**src/hdl/asc_cfg.svh**
```systemverilog
// constants of the converter sequencing block: offsets, fields, codes
// assumes a 16-bit register port with a 4-bit word address
`ifndef ASC_CFG_SVH
`define ASC_CFG_SVH
// ============================================================
// register word addresses
`define ASC_OFS_CTRL       4'h0
`define ASC_OFS_CFG        4'h1
// ============================================================
// control register field positions
`define ASC_CTRL_SRC_HI    7
`define ASC_CTRL_SRC_LO    5
`define ASC_CTRL_GRP       4
`define ASC_CTRL_SIMULTANEOUS_SAMPLE_SELECT    3
`define ASC_CTRL_AUTO_SAMPLE_START      2
`define ASC_CTRL_SAMPLE    1
`define ASC_CTRL_DONE      0
// configuration register field positions
`define ASC_CFG_CHANNEL_COUNT_SELECT_HI    1
`define ASC_CFG_CHANNEL_COUNT_SELECT_LO    0
`define ASC_CFG_12BIT      2
`define ASC_CFG_POL        3
`define ASC_CFG_STIME_HI   8
`define ASC_CFG_STIME_LO   4
// ============================================================
// reset values
`define ASC_RST_CTRL       8'h00
`define ASC_RST_CFG        9'h0FF
// ============================================================
// trigger source codes
`define ASC_SRC_MANUAL     3'h0
`define ASC_SRC_PIN        3'h1
`define ASC_SRC_TMR3       3'h2
`define ASC_SRC_PWM_PRI    3'h3
`define ASC_SRC_TMR5       3'h4
`define ASC_SRC_PWM_SEC    3'h5
`define ASC_SRC_RSVD       3'h6
`define ASC_SRC_AUTO       3'h7
`endif

```
**src/hdl/asc_pkg.sv**
```systemverilog
// types shared by the converter sequencing block
// assumes asc_cfg.svh supplies every numeric constant
package asc_pkg;
   // sequencer states
   typedef enum logic [1:0] {
      ST_IDLE,
      ST_SAMPLE,
      ST_START,
      ST_WAIT
   } asc_state_t;
endpackage

```
**src/hdl/asc_ctrl.sv**
```systemverilog
// sample and conversion sequencer for one analog-to-digital converter
// assumes triggers and converter answer run on sys_clk; only the
// external interrupt pin is asynchronous and is synchronised here
`include "asc_cfg.svh"

module asc_ctrl #(
   parameter int PWM_GENS = 7   // pwm generators in group 1
) (
   input  wire logic                sys_clk,
   input  wire logic                reset_n,
   input  wire logic [3:0]          reg_addr,
   input  wire logic [15:0]         reg_wdata,
   input  wire logic                reg_wr,
   input  wire logic                reg_rd,
   output logic      [15:0]         reg_rdata,
   input  wire logic                timer3_compare,
   input  wire logic                timer5_compare,
   input  wire logic                pwm_primary_event,
   input  wire logic                pwm_secondary_event,
   input  wire logic [PWM_GENS-1:0] pwm_gen_trigger,
   input  wire logic                external_interrupt_pin_zero,
   input  wire logic                conv_done,
   output logic                     conv_start,
   output logic      [1:0]          conv_channel,
   output logic      [3:0]          sh_sampling,
   output logic                     sample_active,
   output logic                     conversion_complete
);

   // ============================================================
   // declarations
   logic [2:0]            trigger_source_select_reg;  // source code
   logic                  trigger_source_group_reg;   // source group
   logic                  simultaneous_sample_select_reg;
   logic                  auto_sample_start_reg;      // auto restart
   logic                  done_reg;                   // complete flag
   logic [1:0]            channel_count_select_reg;   // 1, 2 or 4 ch
   logic                  twelve_bit_mode_reg;        // 12-bit mode
   logic                  pin_pol_reg;                // active edge
   logic [4:0]            sample_time_reg;            // auto sample len
   logic [4:0]            auto_cnt_reg;               // sample counter
   logic                  pin_s1_reg;                 // pin sync stage 1
   logic                  pin_s2_reg;                 // pin sync stage 2
   logic                  pin_s3_reg;                 // pin sync stage 3
   logic                  pin_level_reg;              // accepted level
   logic                  pin_edge_reg;               // active edge seen
   asc_pkg::asc_state_t   state_reg;
   asc_pkg::asc_state_t   state_next;
   logic [1:0]            chan_reg;                   // channel in work
   logic [1:0]            chan_next;
   logic                  sample_active_reg;
   logic                  conv_start_reg;
   logic [3:0]            sh_sampling_reg;
   logic [15:0]           rdata_reg;
   logic                  wr_ctrl;                    // control write
   logic                  wr_cfg;                     // config write
   logic                  sw_set_sample;              // software start
   logic                  sw_end_sample;              // software convert
   logic                  manual_mode;                // code 000 group 0
   logic                  trig_hit;                   // selected trigger
   logic                  auto_hit;                   // counter expired
   logic                  last_chan;                  // final channel
   logic                  done_set;                   // conversion over
   logic                  begin_conv;                 // sampling ends
   logic                  simultaneous_sample_select_eff;                 // simultaneous_sample_select in force
   logic [1:0]            chan_last;                  // last channel idx

   assign wr_ctrl     = reg_wr && (reg_addr == `ASC_OFS_CTRL);
   assign wr_cfg      = reg_wr && (reg_addr == `ASC_OFS_CFG);
   assign manual_mode = !trigger_source_group_reg &&
                        (trigger_source_select_reg == `ASC_SRC_MANUAL);

   // ============================================================
   // channel count and simultaneous select
   // 00 one channel, 01 two channels, 1x four channels
   always_comb begin
      unique case (channel_count_select_reg)
         2'h0:    chan_last = 2'h0;
         2'h1:    chan_last = 2'h1;
         default: chan_last = 2'h3;
      endcase
   end

   // ignored with one channel and absent in twelve-bit mode
   assign simultaneous_sample_select_eff = simultaneous_sample_select_reg &&
                       !twelve_bit_mode_reg &&
                       (channel_count_select_reg != 2'h0);

   // ============================================================
   // external pin synchroniser
   // three stages; a new level is accepted only when stages two and
   // three agree, which also rejects single-cycle glitches
   always_ff @(posedge sys_clk or negedge reset_n) begin
      if (!reset_n) begin
         pin_s1_reg <= 1'b0;
         pin_s2_reg <= 1'b0;
         pin_s3_reg <= 1'b0;
      end else begin
         pin_s1_reg <= external_interrupt_pin_zero;
         pin_s2_reg <= pin_s1_reg;
         pin_s3_reg <= pin_s2_reg;
      end
   end

   // accepted level and its active transition
   always_ff @(posedge sys_clk or negedge reset_n) begin
      if (!reset_n) begin
         pin_level_reg <= 1'b0;
         pin_edge_reg  <= 1'b0;
      end else begin
         pin_edge_reg <= 1'b0;
         if (pin_s2_reg == pin_s3_reg) begin
            pin_level_reg <= pin_s2_reg;
            // active transition only, the other one is ignored
            pin_edge_reg  <= (pin_s2_reg != pin_level_reg) &&
                             (pin_s2_reg == pin_pol_reg);
         end
      end
   end

   // ============================================================
   // trigger selection
   always_comb begin
      trig_hit = 1'b0;
      if (trigger_source_group_reg) begin
         // group 1: generators one to seven, top code reserved
         if (trigger_source_select_reg < 3'(PWM_GENS))
            trig_hit = pwm_gen_trigger[trigger_source_select_reg];
      end else begin
         unique case (trigger_source_select_reg)
            `ASC_SRC_MANUAL:  trig_hit = 1'b0;
            `ASC_SRC_PIN:     trig_hit = pin_edge_reg;
            `ASC_SRC_TMR3:    trig_hit = timer3_compare;
            `ASC_SRC_PWM_PRI: trig_hit = pwm_primary_event;
            `ASC_SRC_TMR5:    trig_hit = timer5_compare;
            `ASC_SRC_PWM_SEC: trig_hit = pwm_secondary_event;
            `ASC_SRC_RSVD:    trig_hit = 1'b0;
            `ASC_SRC_AUTO:    trig_hit = auto_hit;
         endcase
      end
   end

   // ============================================================
   // internal sample counter for auto-convert
   // runs only while sampling; sample length is field value plus one
   always_ff @(posedge sys_clk or negedge reset_n) begin
      if (!reset_n) begin
         auto_cnt_reg <= 5'h00;
      end else if (state_reg == asc_pkg::ST_SAMPLE && !auto_hit) begin
         auto_cnt_reg <= auto_cnt_reg + 5'h01;
      end else begin
         auto_cnt_reg <= 5'h00;
      end
   end

   assign auto_hit = (state_reg == asc_pkg::ST_SAMPLE) &&
                     (auto_cnt_reg == sample_time_reg);

   // ============================================================
   // software start and end of sampling
   // start only from idle with auto start off; the device never sets
   // the sample bit itself in that case
   assign sw_set_sample = wr_ctrl && reg_wdata[`ASC_CTRL_SAMPLE] &&
                          !auto_sample_start_reg &&
                          (state_reg == asc_pkg::ST_IDLE);
   assign sw_end_sample = wr_ctrl && !reg_wdata[`ASC_CTRL_SAMPLE] &&
                          manual_mode &&
                          (state_reg == asc_pkg::ST_SAMPLE);
   assign last_chan     = (chan_reg == chan_last);
   assign done_set      = (state_reg == asc_pkg::ST_WAIT) &&
                          conv_done && last_chan;

   // ============================================================
   // sequencer next state
   always_comb begin
      state_next = state_reg;
      chan_next  = chan_reg;
      begin_conv = 1'b0;
      unique case (state_reg)
         asc_pkg::ST_IDLE: begin
            // auto start also kicks off when first enabled
            if (auto_sample_start_reg || sw_set_sample)
               state_next = asc_pkg::ST_SAMPLE;
         end
         asc_pkg::ST_SAMPLE: begin
            if (manual_mode ? sw_end_sample : trig_hit) begin
               state_next = asc_pkg::ST_START;
               chan_next  = 2'h0;
               begin_conv = 1'b1;
            end
         end
         asc_pkg::ST_START: begin
            state_next = asc_pkg::ST_WAIT;
         end
         asc_pkg::ST_WAIT: begin
            if (conv_done) begin
               if (!last_chan) begin
                  state_next = asc_pkg::ST_START;
                  chan_next  = chan_reg + 2'h1;
               end else if (auto_sample_start_reg) begin
                  state_next = asc_pkg::ST_SAMPLE;
               end else begin
                  state_next = asc_pkg::ST_IDLE;
               end
            end
         end
      endcase
   end

   // state, channel and start strobe
   always_ff @(posedge sys_clk or negedge reset_n) begin
      if (!reset_n) begin
         state_reg      <= asc_pkg::ST_IDLE;
         chan_reg       <= 2'h0;
         conv_start_reg <= 1'b0;
      end else begin
         state_reg      <= state_next;
         chan_reg       <= chan_next;
         conv_start_reg <= (state_next == asc_pkg::ST_START);
      end
   end

   // ============================================================
   // sample bit and per-channel sample/hold controls
   // simultaneous: every channel holds at the trigger; sequential:
   // a channel keeps sampling until its own conversion starts
   always_ff @(posedge sys_clk or negedge reset_n) begin
      if (!reset_n) begin
         sample_active_reg <= 1'b0;
         sh_sampling_reg   <= 4'h0;
      end else begin
         sample_active_reg <= (state_next == asc_pkg::ST_SAMPLE);
         for (int i = 0; i < 4; i++) begin
            if (2'(i) > chan_last)
               sh_sampling_reg[i] <= 1'b0;
            else if (state_next == asc_pkg::ST_SAMPLE)
               sh_sampling_reg[i] <= 1'b1;
            else if (state_next == asc_pkg::ST_IDLE || simultaneous_sample_select_eff)
               sh_sampling_reg[i] <= 1'b0;
            else
               sh_sampling_reg[i] <= (2'(i) > chan_next) &&
                                     sh_sampling_reg[i];
         end
      end
   end

   // ============================================================
   // conversion-complete flag
   // hardware set wins over a software clear in the same cycle; a
   // written one never sets it, and a clear does not touch the
   // sequencer; clearing it under auto start is legal but unwise
   always_ff @(posedge sys_clk or negedge reset_n) begin
      if (!reset_n) begin
         done_reg <= 1'b0;
      end else if (done_set) begin
         done_reg <= 1'b1;
      end else if (begin_conv) begin
         done_reg <= 1'b0;
      end else if (wr_ctrl && !reg_wdata[`ASC_CTRL_DONE]) begin
         done_reg <= 1'b0;
      end
   end

   // ============================================================
   // control register fields
   always_ff @(posedge sys_clk or negedge reset_n) begin
      if (!reset_n) begin
         {trigger_source_select_reg, trigger_source_group_reg,
          simultaneous_sample_select_reg, auto_sample_start_reg} <=
            6'(`ASC_RST_CTRL >> `ASC_CTRL_AUTO_SAMPLE_START);
      end else if (wr_ctrl) begin
         trigger_source_select_reg <=
            reg_wdata[`ASC_CTRL_SRC_HI:`ASC_CTRL_SRC_LO];
         trigger_source_group_reg       <= reg_wdata[`ASC_CTRL_GRP];
         simultaneous_sample_select_reg <= reg_wdata[`ASC_CTRL_SIMULTANEOUS_SAMPLE_SELECT];
         auto_sample_start_reg          <= reg_wdata[`ASC_CTRL_AUTO_SAMPLE_START];
      end
   end

   // configuration register fields
   always_ff @(posedge sys_clk or negedge reset_n) begin
      if (!reset_n) begin
         {sample_time_reg, pin_pol_reg, twelve_bit_mode_reg,
          channel_count_select_reg} <= `ASC_RST_CFG;
      end else if (wr_cfg) begin
         channel_count_select_reg <=
            reg_wdata[`ASC_CFG_CHANNEL_COUNT_SELECT_HI:`ASC_CFG_CHANNEL_COUNT_SELECT_LO];
         twelve_bit_mode_reg <= reg_wdata[`ASC_CFG_12BIT];
         pin_pol_reg         <= reg_wdata[`ASC_CFG_POL];
         sample_time_reg     <=
            reg_wdata[`ASC_CFG_STIME_HI:`ASC_CFG_STIME_LO];
      end
   end

   // ============================================================
   // read port: data one cycle after the strobe, zero elsewhere
   always_ff @(posedge sys_clk or negedge reset_n) begin
      if (!reset_n) begin
         rdata_reg <= 16'h0000;
      end else if (reg_rd && reg_addr == `ASC_OFS_CTRL) begin
         rdata_reg <= {8'h00, trigger_source_select_reg,
                       trigger_source_group_reg,
                       simultaneous_sample_select_reg &&
                       !twelve_bit_mode_reg,
                       auto_sample_start_reg, sample_active_reg,
                       done_reg};
      end else if (reg_rd && reg_addr == `ASC_OFS_CFG) begin
         rdata_reg <= {7'h00, sample_time_reg, pin_pol_reg,
                       twelve_bit_mode_reg, channel_count_select_reg};
      end else begin
         rdata_reg <= 16'h0000;
      end
   end

   assign reg_rdata           = rdata_reg;
   assign conv_start          = conv_start_reg;
   assign conv_channel        = chan_reg;
   assign sh_sampling         = sh_sampling_reg;
   assign sample_active       = sample_active_reg;
   assign conversion_complete = done_reg;
endmodule

```
**config.mk**
```make
export PLATFORM = sky130hd
export DESIGN_NAME = asc_ctrl
export DESIGN_NICKNAME = d
export VERILOG_FILES = /design/src/hdl/asc_pkg.sv /design/src/hdl/asc_ctrl.sv
export VERILOG_INCLUDE_DIRS = /design/src /design/src/hdl
export SDC_FILE = /design/constraint.sdc
export NUM_CORES = 1
export LEC_CHECK = 0
export BUFFER_PORTS_ARGS = -buffer_cell sky130_fd_sc_hd__buf_4
export CAP_MARGIN = 10
export CORE_ASPECT_RATIO = 1.2
export CORE_UTILIZATION = 35
export CTS_BUF_LIST = sky130_fd_sc_hd__clkbuf_8
export DETAILED_ROUTE_END_ITERATION = 8
export PLACE_DENSITY = 0.67
export REMOVE_ABC_BUFFERS = 1
export SYNTH_ARGS = -nofsm -noshare
export SYNTH_HDL_FRONTEND = slang
export SYNTH_SLANG_ARGS = --single-unit
```
**constraint.sdc**
```tcl
create_clock -name sys_clk -period 3.5 [get_ports sys_clk]
set_clock_uncertainty 0.05 [all_clocks]
set_input_delay 0.875 -clock sys_clk [delete_from_list [all_inputs] [get_ports sys_clk]]
set_output_delay 0.875 -clock sys_clk [all_outputs]
set_load 0.03 [all_outputs]
```
* Word level (Yosys, flattened, before mapping)
Index checks and enable logic that the tools add are counted.
Storage, ports and cells: register bits 52, word-level logic and storage cells 129
Cells by class: add/sub/neg operators 2, order comparisons 10, equal/unequal tests 19, multiplexer cells 38, reductions and logical operators 39
Operators by type and width (count):
- logical AND 1 bit | 23
- 2-to-1 mux 1 bit | 23
- 2-to-1 mux 9 bit | 2
- 2-to-1 mux 2 bit | 7
- == test 3 bit, second input constant | 4
- > comparator 1 x 2 -> 1 bit, first input constant | 4
- > comparator 2 bit, first input constant | 4
- case mux 2 bit (2 select lines) | 2
- case mux 2 bit (4 select lines) | 1
- case mux 1 bit (7 select lines) | 1
- == test 2 x 1 -> 1 bit, second input constant | 3
- == test 2 bit, second input constant | 3
- == test 3 x 2 -> 1 bit, second input constant | 2
- zero test 1 bit | 6
- zero test 2 bit | 3
- adder 5 x 1 -> 5 bit, second input constant | 1
- == test 5 bit | 1
- 2-to-1 mux 5 bit | 1
- == test 4 x 1 -> 1 bit, second input constant | 1
- zero test 4 bit | 1
- less-than comparator 3 x 4 -> 1 bit, second input constant | 1
- binary-select mux 1 bit (select 3 bit) | 1
- == test 3 x 1 -> 1 bit, second input constant | 1
- zero test 3 bit | 1
- other kinds (9) | 11

* Logic depth before layout (Yosys ltp)
Gate-level depths: netlist of run 1.
word-level depth 13, depth in mapped cells 7, mapped depth without buffers 6

* Least setup slack after synthesis of run 1
OpenSTA, ideal clock, no wires.
path kind input -> register, start point input reg_addr[1], end point register sh_sampling_reg[3] (netlist: sh_sampling[3]), setup time 0.095 ns, arrival time 2.323 ns, required time 3.355 ns, slack 1.032 ns, stages 6, cells stage by stage or4b_4 nor4_4 o31ai_2 o2111ai_1 a22oi_1 o32ai_2
On the way: cells in the longest elaborated chain, start to end 13, elaborated cells on any way between the ends 23, those cells by class order compare (1); eq/ne (1); mux (9); reduce/logical (12)
Ends and longest elaborated chain:
- from (decl) | RTL line asc_ctrl.sv:11 | input wire logic [3:0] reg_addr,
- zero test 4 bit (no line) *
- logical AND 1 bit * | RTL line asc_ctrl.sv:68 | assign wr_ctrl = reg_wr && (reg_addr == `ASC_OFS_CTRL);
- logical AND 1 bit, on equally long branches (3 in series) | RTL line asc_ctrl.sv:166, asc_ctrl.sv:163
- 2-to-1 mux 1 bit or logical OR 1 bit (tied branches) | RTL line asc_ctrl.sv:186, asc_ctrl.sv:182
- 2-to-1 mux 2 bit, on equally long branches | RTL line asc_ctrl.sv:186, asc_ctrl.sv:182
- case mux 2 bit (2 select lines) or case mux 2 bit (4 select lines) (tied branches) | RTL line asc_ctrl.sv:179 | unique case (state_reg)
- > comparator 2 bit or zero test 2 bit (tied branches) | RTL line asc_ctrl.sv:241, asc_ctrl.sv:238
- logical AND 1 bit or logical OR 1 bit (tied branches) | RTL line asc_ctrl.sv:241, asc_ctrl.sv:238
- 2-to-1 mux 1 bit | RTL line asc_ctrl.sv:238 | else if (state_next == asc_pkg::ST_IDLE || simultaneous_sample_select_eff)
- 2-to-1 mux 1 bit * | RTL line asc_ctrl.sv:236 | else if (state_next == asc_pkg::ST_SAMPLE)
- 2-to-1 mux 1 bit * | RTL line asc_ctrl.sv:234 | if (2'(i) > chan_last)
- to (signal, indexed assignment) | RTL line asc_ctrl.sv:241 | sh_sampling_reg[i] <= (2'(i) > chan_next) &&
- to (decl) | RTL line asc_ctrl.sv:53 | logic [3:0] sh_sampling_reg;
Mark *: on every way between the ends. The rest lies on a longest branch, timed or not. A chain may end at the register's enable or synchronous reset.

* Final worst setup path of run 1
Same ends and word-level chain as after synthesis.

==> reports/qor.yml, run 1 <==
final_common_cell: "buf_4"
worst_slew_pin_slew_ps: 546
critPathMaxFanout: 6
synthAdderAreaFrac: 0.0100
power_density_nw_per_um2: 650
start_kind: "input port"
ys_types: 53
cts.repair.resized: 0
synth_top_family_by_area: "simple AND/OR/NAND/NOR gates"
slew_headroom: 0.636
synth_compound_area_frac: 0.116
maxCapViolations: 0
cts_htree_levels: 2
required_ps: 3650
vias: 1595
slew_viol_final: 0
die_area_um2: 6740
multiInputGateArea_um2: 1000
peakVddDrop_v: 0.000281
placedCellCount: 321
synth_seq_cells: 44
num_rows: 31
r2r_cells: 6
status: "finished, final reports clean"
nets: 284
grt_pass1_vias: 1506
clkSinkCount: 44
post_synth_mux_area_share: 0.133
final_hold_viol_count: 0
hp-class: "reg2reg"
layout_min_cycle_time_ps: 2450
drive_above_1_share: 0.364
start_util: 0.366
filler_cell_count: 604
ys.flop_type: "dfrtp_1"
synthArstFlopShare: 1.00
postCtsHoldBufs: 0
largest_reg_flops: 9
cts.path.max_buffers: 2
p_leak_nw: 1.28
worstPathArrival_ps: 2610
netlist_instances: 200
synthSimpleGateAreaFrac: 0.140
diodes: 0
synth-seq-area-share: 0.495
max_freq_ghz: 0.408
final_cell_mix: "buf_4 (48), dfrtp_1 (36), nor2_1 (21)"
whs_path_depth: 0
period_share: 0.701
synth_top_area_cell: "dfrtp_1"
grt_setup_unrepaired: "no"
netlist.area_leader.share: 0.401
synth_edf_count: 0
place_congestion: 0.820
synth-xor-area-share: 0.0351
clock_latency_ps: 300
ant_nets: 0
crit_type: "in2reg"
numPortBuffers: 47
syn-cell-area_um2: 2240
io_pins: 62
via_per_inst: 4.85
routed_wl_um: 4470
layout-area-overhead-vs-synth_pct: 20.1
finalSetupViolCount: 0
fp.coreArea_um2: 6130
cts_buffers: 5
place_hpwl_um: 3270
drt_first_pass_iters: 4
ys_top_cells_by_area: "dfrtp_1 (40%), dfstp_2 (9.4%), mux2_2 (7.5%)"
cts_tree: "done"
fin_tns_setup_ps: 0
cts-root-buf: "clkbuf_8"
drt-initial-drc-count: 139
grt_max_degree: 45
antenna_found_initial: 0
ys_warn_count: 0
overflow: 0
fin_cells: 329
path_clk_slew_ps: 70
end_kind: "flop"
dieHeight_um: 89.7
fp.dieW_um: 75.1
postCtsSetupRepairBufs: 0
seqCellArea_um2: 1110
grt_first_pass_wirelength_um: 7300
detail_route.wl_per_cell_um: 13.6
drc: 0
grtUsageTotal: 0.146
avgSynthCellArea_um2: 11.2
-- worst max-delay path, stage by stage --
cell and delay (ps):
buf_4 110, or4b_4 570, nor4_4 240, o31ai_2 110, o211ai_2 300, nand3_1 130
o32ai_2 260
-- kinds of logic (layout without fill, tap and decap cells) --
logic type               count (synthesis)  after routing
other                                    1              7
multiplexers                            28             28
AND/OR/NAND/NOR                         61             61
adder cells (fa/ha/maj)                  2              2
AO/OA/AOI/OAI                           32             32
XOR/XNOR                                 9              9
buffers and inverters                   23             64
flip-flops                              44             44
-- path summary, 6_finish.rpt --
check / from / endpoint / slack, ps
worst max register to register: trigger_source_select_reg[1]$_DFFE_PN0N_ / sh_sampling[3]$_DFF_PN0_ / 1310
worst min-delay path: pin_s1_reg$_DFF_PN0_ / pin_s2_reg$_DFF_PN0_ / 300
worst max-delay path: reg_addr[1] / sh_sampling[3]$_DFF_PN0_ / 1050
max in group asynchronous: reset_n / channel_count_select_reg[1]$_DFFE_PN1P_ / 2510
worst min register to register: pin_s1_reg$_DFF_PN0_ / pin_s2_reg$_DFF_PN0_ / 300
min in group asynchronous: reset_n / trigger_source_select_reg[1]$_DFFE_PN0N_ / 520
-- per-layer routing --
metal	wire, µm	global-route usage	vias to the layer above	part of all wire
met3	275	0.0482	9	0.062
met1	1960	0.176	750	0.44
met4	87	0.0692	0	0.019
li1	-	-	779	-
met2	2150	0.230	57	0.48
met5	0	0	-	0
-- metrics by stage --
step	setup slack [ps]	hold WS (ps)	instance area [µm²]	util	total power [W]
after floorplan	1030	281	2140	-	0.00123
after global placement	735	287	2610	0.425	0.00144
after detailed placement	740	290	2610	0.425	0.00145
after CTS	1050	308	2700	0.440	0.00177
after global routing	964	311	2700	0.440	0.00188
final	1050	302	2700	0.440	0.00175
-- cell type report --
cell class                 count  share of cell area
clock inverter                 2             0.00278
tap                           82              0.0381
timing repair buffer          48               0.134
multi-input combinational    139               0.372
inverter                       8              0.0111
sequential                    44               0.412
clock buffer                   6              0.0306
-- power by group --
| part | leakage, nW | switching (W) | total (W) | internal (W) |
|---|---|---|---|---|
| Combinational | 0.678 | 0.000363 | 0.000656 | 0.000293 |
| Sequential | 0.549 | 0.000150 | 0.000782 | 0.000633 |
| Clock | 0.0538 | 0.000159 | 0.000314 | 0.000155 |
| Total | 1.28 | 0.000672 | 0.00175 | 0.00108 |
-- cells in the mapped netlist (all sizes together), types with 2 or more instances --
cell / n
nand2: 16
dfstp: 8
nand3b: 2
dfrtp: 36
nor2: 22
or4b: 2
o31ai: 3
a31oi: 2
xor2: 8
a21boi: 2
mux2i: 13
nor3: 2
a21oi: 3
nand3: 7
mux2: 15
inv: 8
a22oi: 4
and2: 3
o211ai: 4
o2111ai: 2
buf: 12
o32ai: 3
clkbuf: 3
o21ai: 3
No activity file was read; power rests on OpenSTA's default activity.
==> run 2, diff against run 1 <==
Settings changed: ABC_AREA from default to 1, PLACE_DENSITY 0.67 to 0.7.
Clock period 3.5 ns to 2.07 ns, I/O delays scaled along.
==> run 2 against run 1 <==
Net effect: cell count up 19%; die area decreased by 2.9%; critical endpoint unchanged; count of clock-buffer cells in the layout did not move; largest cell class unchanged.
==> reports/qor.yml, run 2 <==
worstPathArrival_ps: 2020  # was 2610 ps
clkSinkCount: 44  # unchanged
finalSetupViolCount: 0  # unchanged
start_kind: "flop"  # was input port
nets: 345  # was 284
critical_path.slowest_cell: "dfstp_2"  # was or4b_4
cts_buffers: 5  # unchanged
crit_chain: "inv_2 > nand2_1 > nand2_1 > nor2_1 > nand2_1 > o211ai_1 > nand2_1 > nand3_4 > nor2_4 > nor2_4 > nand3_1 > a21oi_1"  # was buf_4 > or4b_4 > nor4_4 > o31ai_2 > o211ai_2 > nand3_1 > o32ai_2
fp.dieW_um: 74.0  # was 75.1 µm
synthArstFlopShare: 1.00  # unchanged
p_leak_nw: 1.36  # was 1.28 nW
detail_route.wl_per_cell_um: 11.7  # was 13.6 µm
path_clk_slew_ps: 80  # was 70 ps
grtUsageTotal: 0.157  # was 0.146
end_kind: "flop"  # unchanged
overflow: 0  # unchanged
path_buf_inv: 1  # unchanged
slowest_delay_ps: 580  # was 570 ps
ys_top_cells_by_count: "nand2_1 (47), dfrtp_1 (36), inv_1 (30), nor2_1 (25), nand3_1 (19)"  # was dfrtp_1 (36), nor2_1 (21), nand2_1 (16), mux2_2 (15), mux2i_1 (13)
grt_setup_unrepaired: "no"  # unchanged
avgSynthCellArea_um2: 8.61  # was 11.2 µm²
routed_wl_um: 4560  # was 4470 µm
crit_family: "simple AND/OR/NAND/NOR gates"  # unchanged
worst_slew_pin_slew_ps: 547  # was 546 ps
largest_reg_flops: 9  # unchanged
ys_types: 33  # was 53
hold_slack_ps: 152  # was 302 ps
worst_slack_ps: 222  # was 1050 ps
power_density_nw_per_um2: 1070  # was 650 nW/µm²
place_congestion: 0.796  # was 0.820
start_util: 0.362  # was 0.366
cts.repair.resized: 0  # unchanged
die_area_um2: 6540  # was 6740 µm²
layout_min_cycle_time_ps: 1850
antenna_found_initial: 0  # unchanged
place_hpwl_um: 3520  # was 3270 µm
ys_warn_count: 0  # unchanged
vias: 1787  # was 1,595
synth-seq-area-share: 0.510  # was 0.495
io_pins: 62  # unchanged
ys_top_cells_by_area: "dfrtp_1 (41%), dfstp_2 (9.7%), nand2_1 (8.1%)"  # was dfrtp_1 (40%), dfstp_2 (9.4%), mux2_2 (7.5%)
synth_seq_cells: 44  # unchanged
drc: 0  # unchanged
crit_type: "reg2reg"  # was in2reg
grt_max_degree: 45  # unchanged
filler_cell_count: 625  # was 604
clock_latency_ps: 290  # was 300 ps
yosysMostFrequentCell: "nand2_1"  # was dfrtp_1
num_rows: 31  # unchanged
cts_tree: "done"  # unchanged
postCtsSetupRepairBufs: 0  # unchanged
cts.path.max_buffers: 2  # unchanged
peakVddDrop_v: 0.000351  # was 0.000281 V
fin_tns_setup_ps: 0  # unchanged
postCtsHoldBufs: 0  # unchanged
drt-initial-drc-count: 74  # was 139
final_core_util: 0.450  # was 0.440
period_share: 0.893
via_per_inst: 4.58  # was 4.85
synth_edf_count: 0  # unchanged
seqCellArea_um2: 1110  # unchanged
required_ps: 2250  # was 3650 ps
ant_nets: 0  # unchanged
status: "finished, final reports clean"  # unchanged
grt_pass1_vias: 1752  # was 1,506
layout-area-overhead-vs-synth_pct: 24.4  # was 20.1%
netlist_instances: 253  # was 200
multiInputGateArea_um2: 871  # was 1000 µm²
ys.flop_type: "dfrtp_1"  # unchanged
synth_top_area_cell: "dfrtp_1"  # unchanged
slew_headroom: 0.635  # was 0.636
drive_above_1_share: 0.295  # was 0.364
final_hold_viol_count: 0  # unchanged
final_cell_mix: "buf_4 (52), nand2_1 (47), dfrtp_1 (36)"  # was buf_4 (48), dfrtp_1 (36), nor2_1 (21)
grt_first_pass_wirelength_um: 7700  # was 7300 µm
maxCapViolations: 0  # unchanged
crit_cells: 12  # was 7
syn-cell-area_um2: 2180  # was 2240 µm²
dieHeight_um: 88.4  # was 89.7 µm
netlist.area_leader.share: 0.414  # was 0.401
hp-class: "in2async"  # was reg2reg
drt_first_pass_iters: 4  # unchanged
diodes: 0  # unchanged
cts-root-buf: "clkbuf_8"  # unchanged
cts_htree_levels: 2  # unchanged
fp.coreArea_um2: 6010  # was 6130 µm²
max_freq_ghz: 0.541
slew_viol_final: 0  # unchanged
critPathMaxFanout: 6  # unchanged
post-place-ws_ps: 4.50  # was 740 ps
r2r_cells: 12  # was 6
crit_top_cell: "nand2_1"
final_common_cell: "buf_4"  # unchanged
numPortBuffers: 47  # unchanged
run 2: cell count changes after synthesis, sizes merged, moves of 9 or more:
cell,delta
nor2,+9
nand3,+15
mux2,-15
o21ai,+10
inv,+29
nand2,+36
mux2i,-13
a21oi,+11
run 2: area by class of cell:
type	count	area share
inverter	37	0.0513
sequential	44	0.410
timing repair buffer	52	0.144
multi-input combinational	167	0.322
tap	82	0.0379
clock buffer	6	0.0305
clock inverter	2	0.00416
run 2: path summary, 6_finish.rpt:
| path | slack [ps] | startpoint | end |
|---|---|---|---|
| setup / recovery | 220 | channel_count_select_reg[1]$_DFFE_PN1P_ | sh_sampling[3]$_DFF_PN0_ |
| setup reg to reg | 220 | channel_count_select_reg[1]$_DFFE_PN1P_ | sh_sampling[3]$_DFF_PN0_ |
| hold / removal | 150 | reset_n | auto_cnt_reg[2]$_DFF_PN0_ |
| hold reg to reg | 300 | pin_s1_reg$_DFF_PN0_ | pin_s2_reg$_DFF_PN0_ |
| min in group sys_clk | 280 | external_interrupt_pin_zero | pin_s1_reg$_DFF_PN0_ |
| max in group asynchronous | 1430 | reset_n | pin_pol_reg$_DFFE_PN1P_ |
run 2: cell families (layout without fill, tap and decap cells):
family                     Yosys count  after routing  synth area share
buffers and inverters               48             97             0.100
AOI/OAI and AO/OA                   40             40             0.103
DFF                                 44             44             0.510
xor gates and xnor gates             5              5            0.0201
other                                1              7           0.00172
and+or+nand+nor                    114            114             0.259
adders and majority gates            1              1           0.00575
run 2: per-stage QoR:
step	std cells	total power [W]	area, µm²
2_1_floorplan	248	0.00200	2120
3_3_place_gp	382	0.00233	2610
3_5_place_dp	382	0.00236	2610
4_1_cts	390	0.00292	2710
5_1_grt	390	0.00312	2710
6_report	390	0.00289	2710
run 2: layer usage:
layer / vias up / global-route usage / wire [µm]
met3: 6 / 0.0342 / 243
met4: 0 / 0.0629 / 73
met2: 46 / 0.268 / 2230
met5: - / 0 / 0
met1: 829 / 0.192 / 2010
li1: 906 / - / -
run 2: report_power, final:
part / internal, W / switching (W)
sequential: 0.00106 / 0.000161
clock: 0.000266 / 0.000284
combinational: 0.000412 / 0.000708
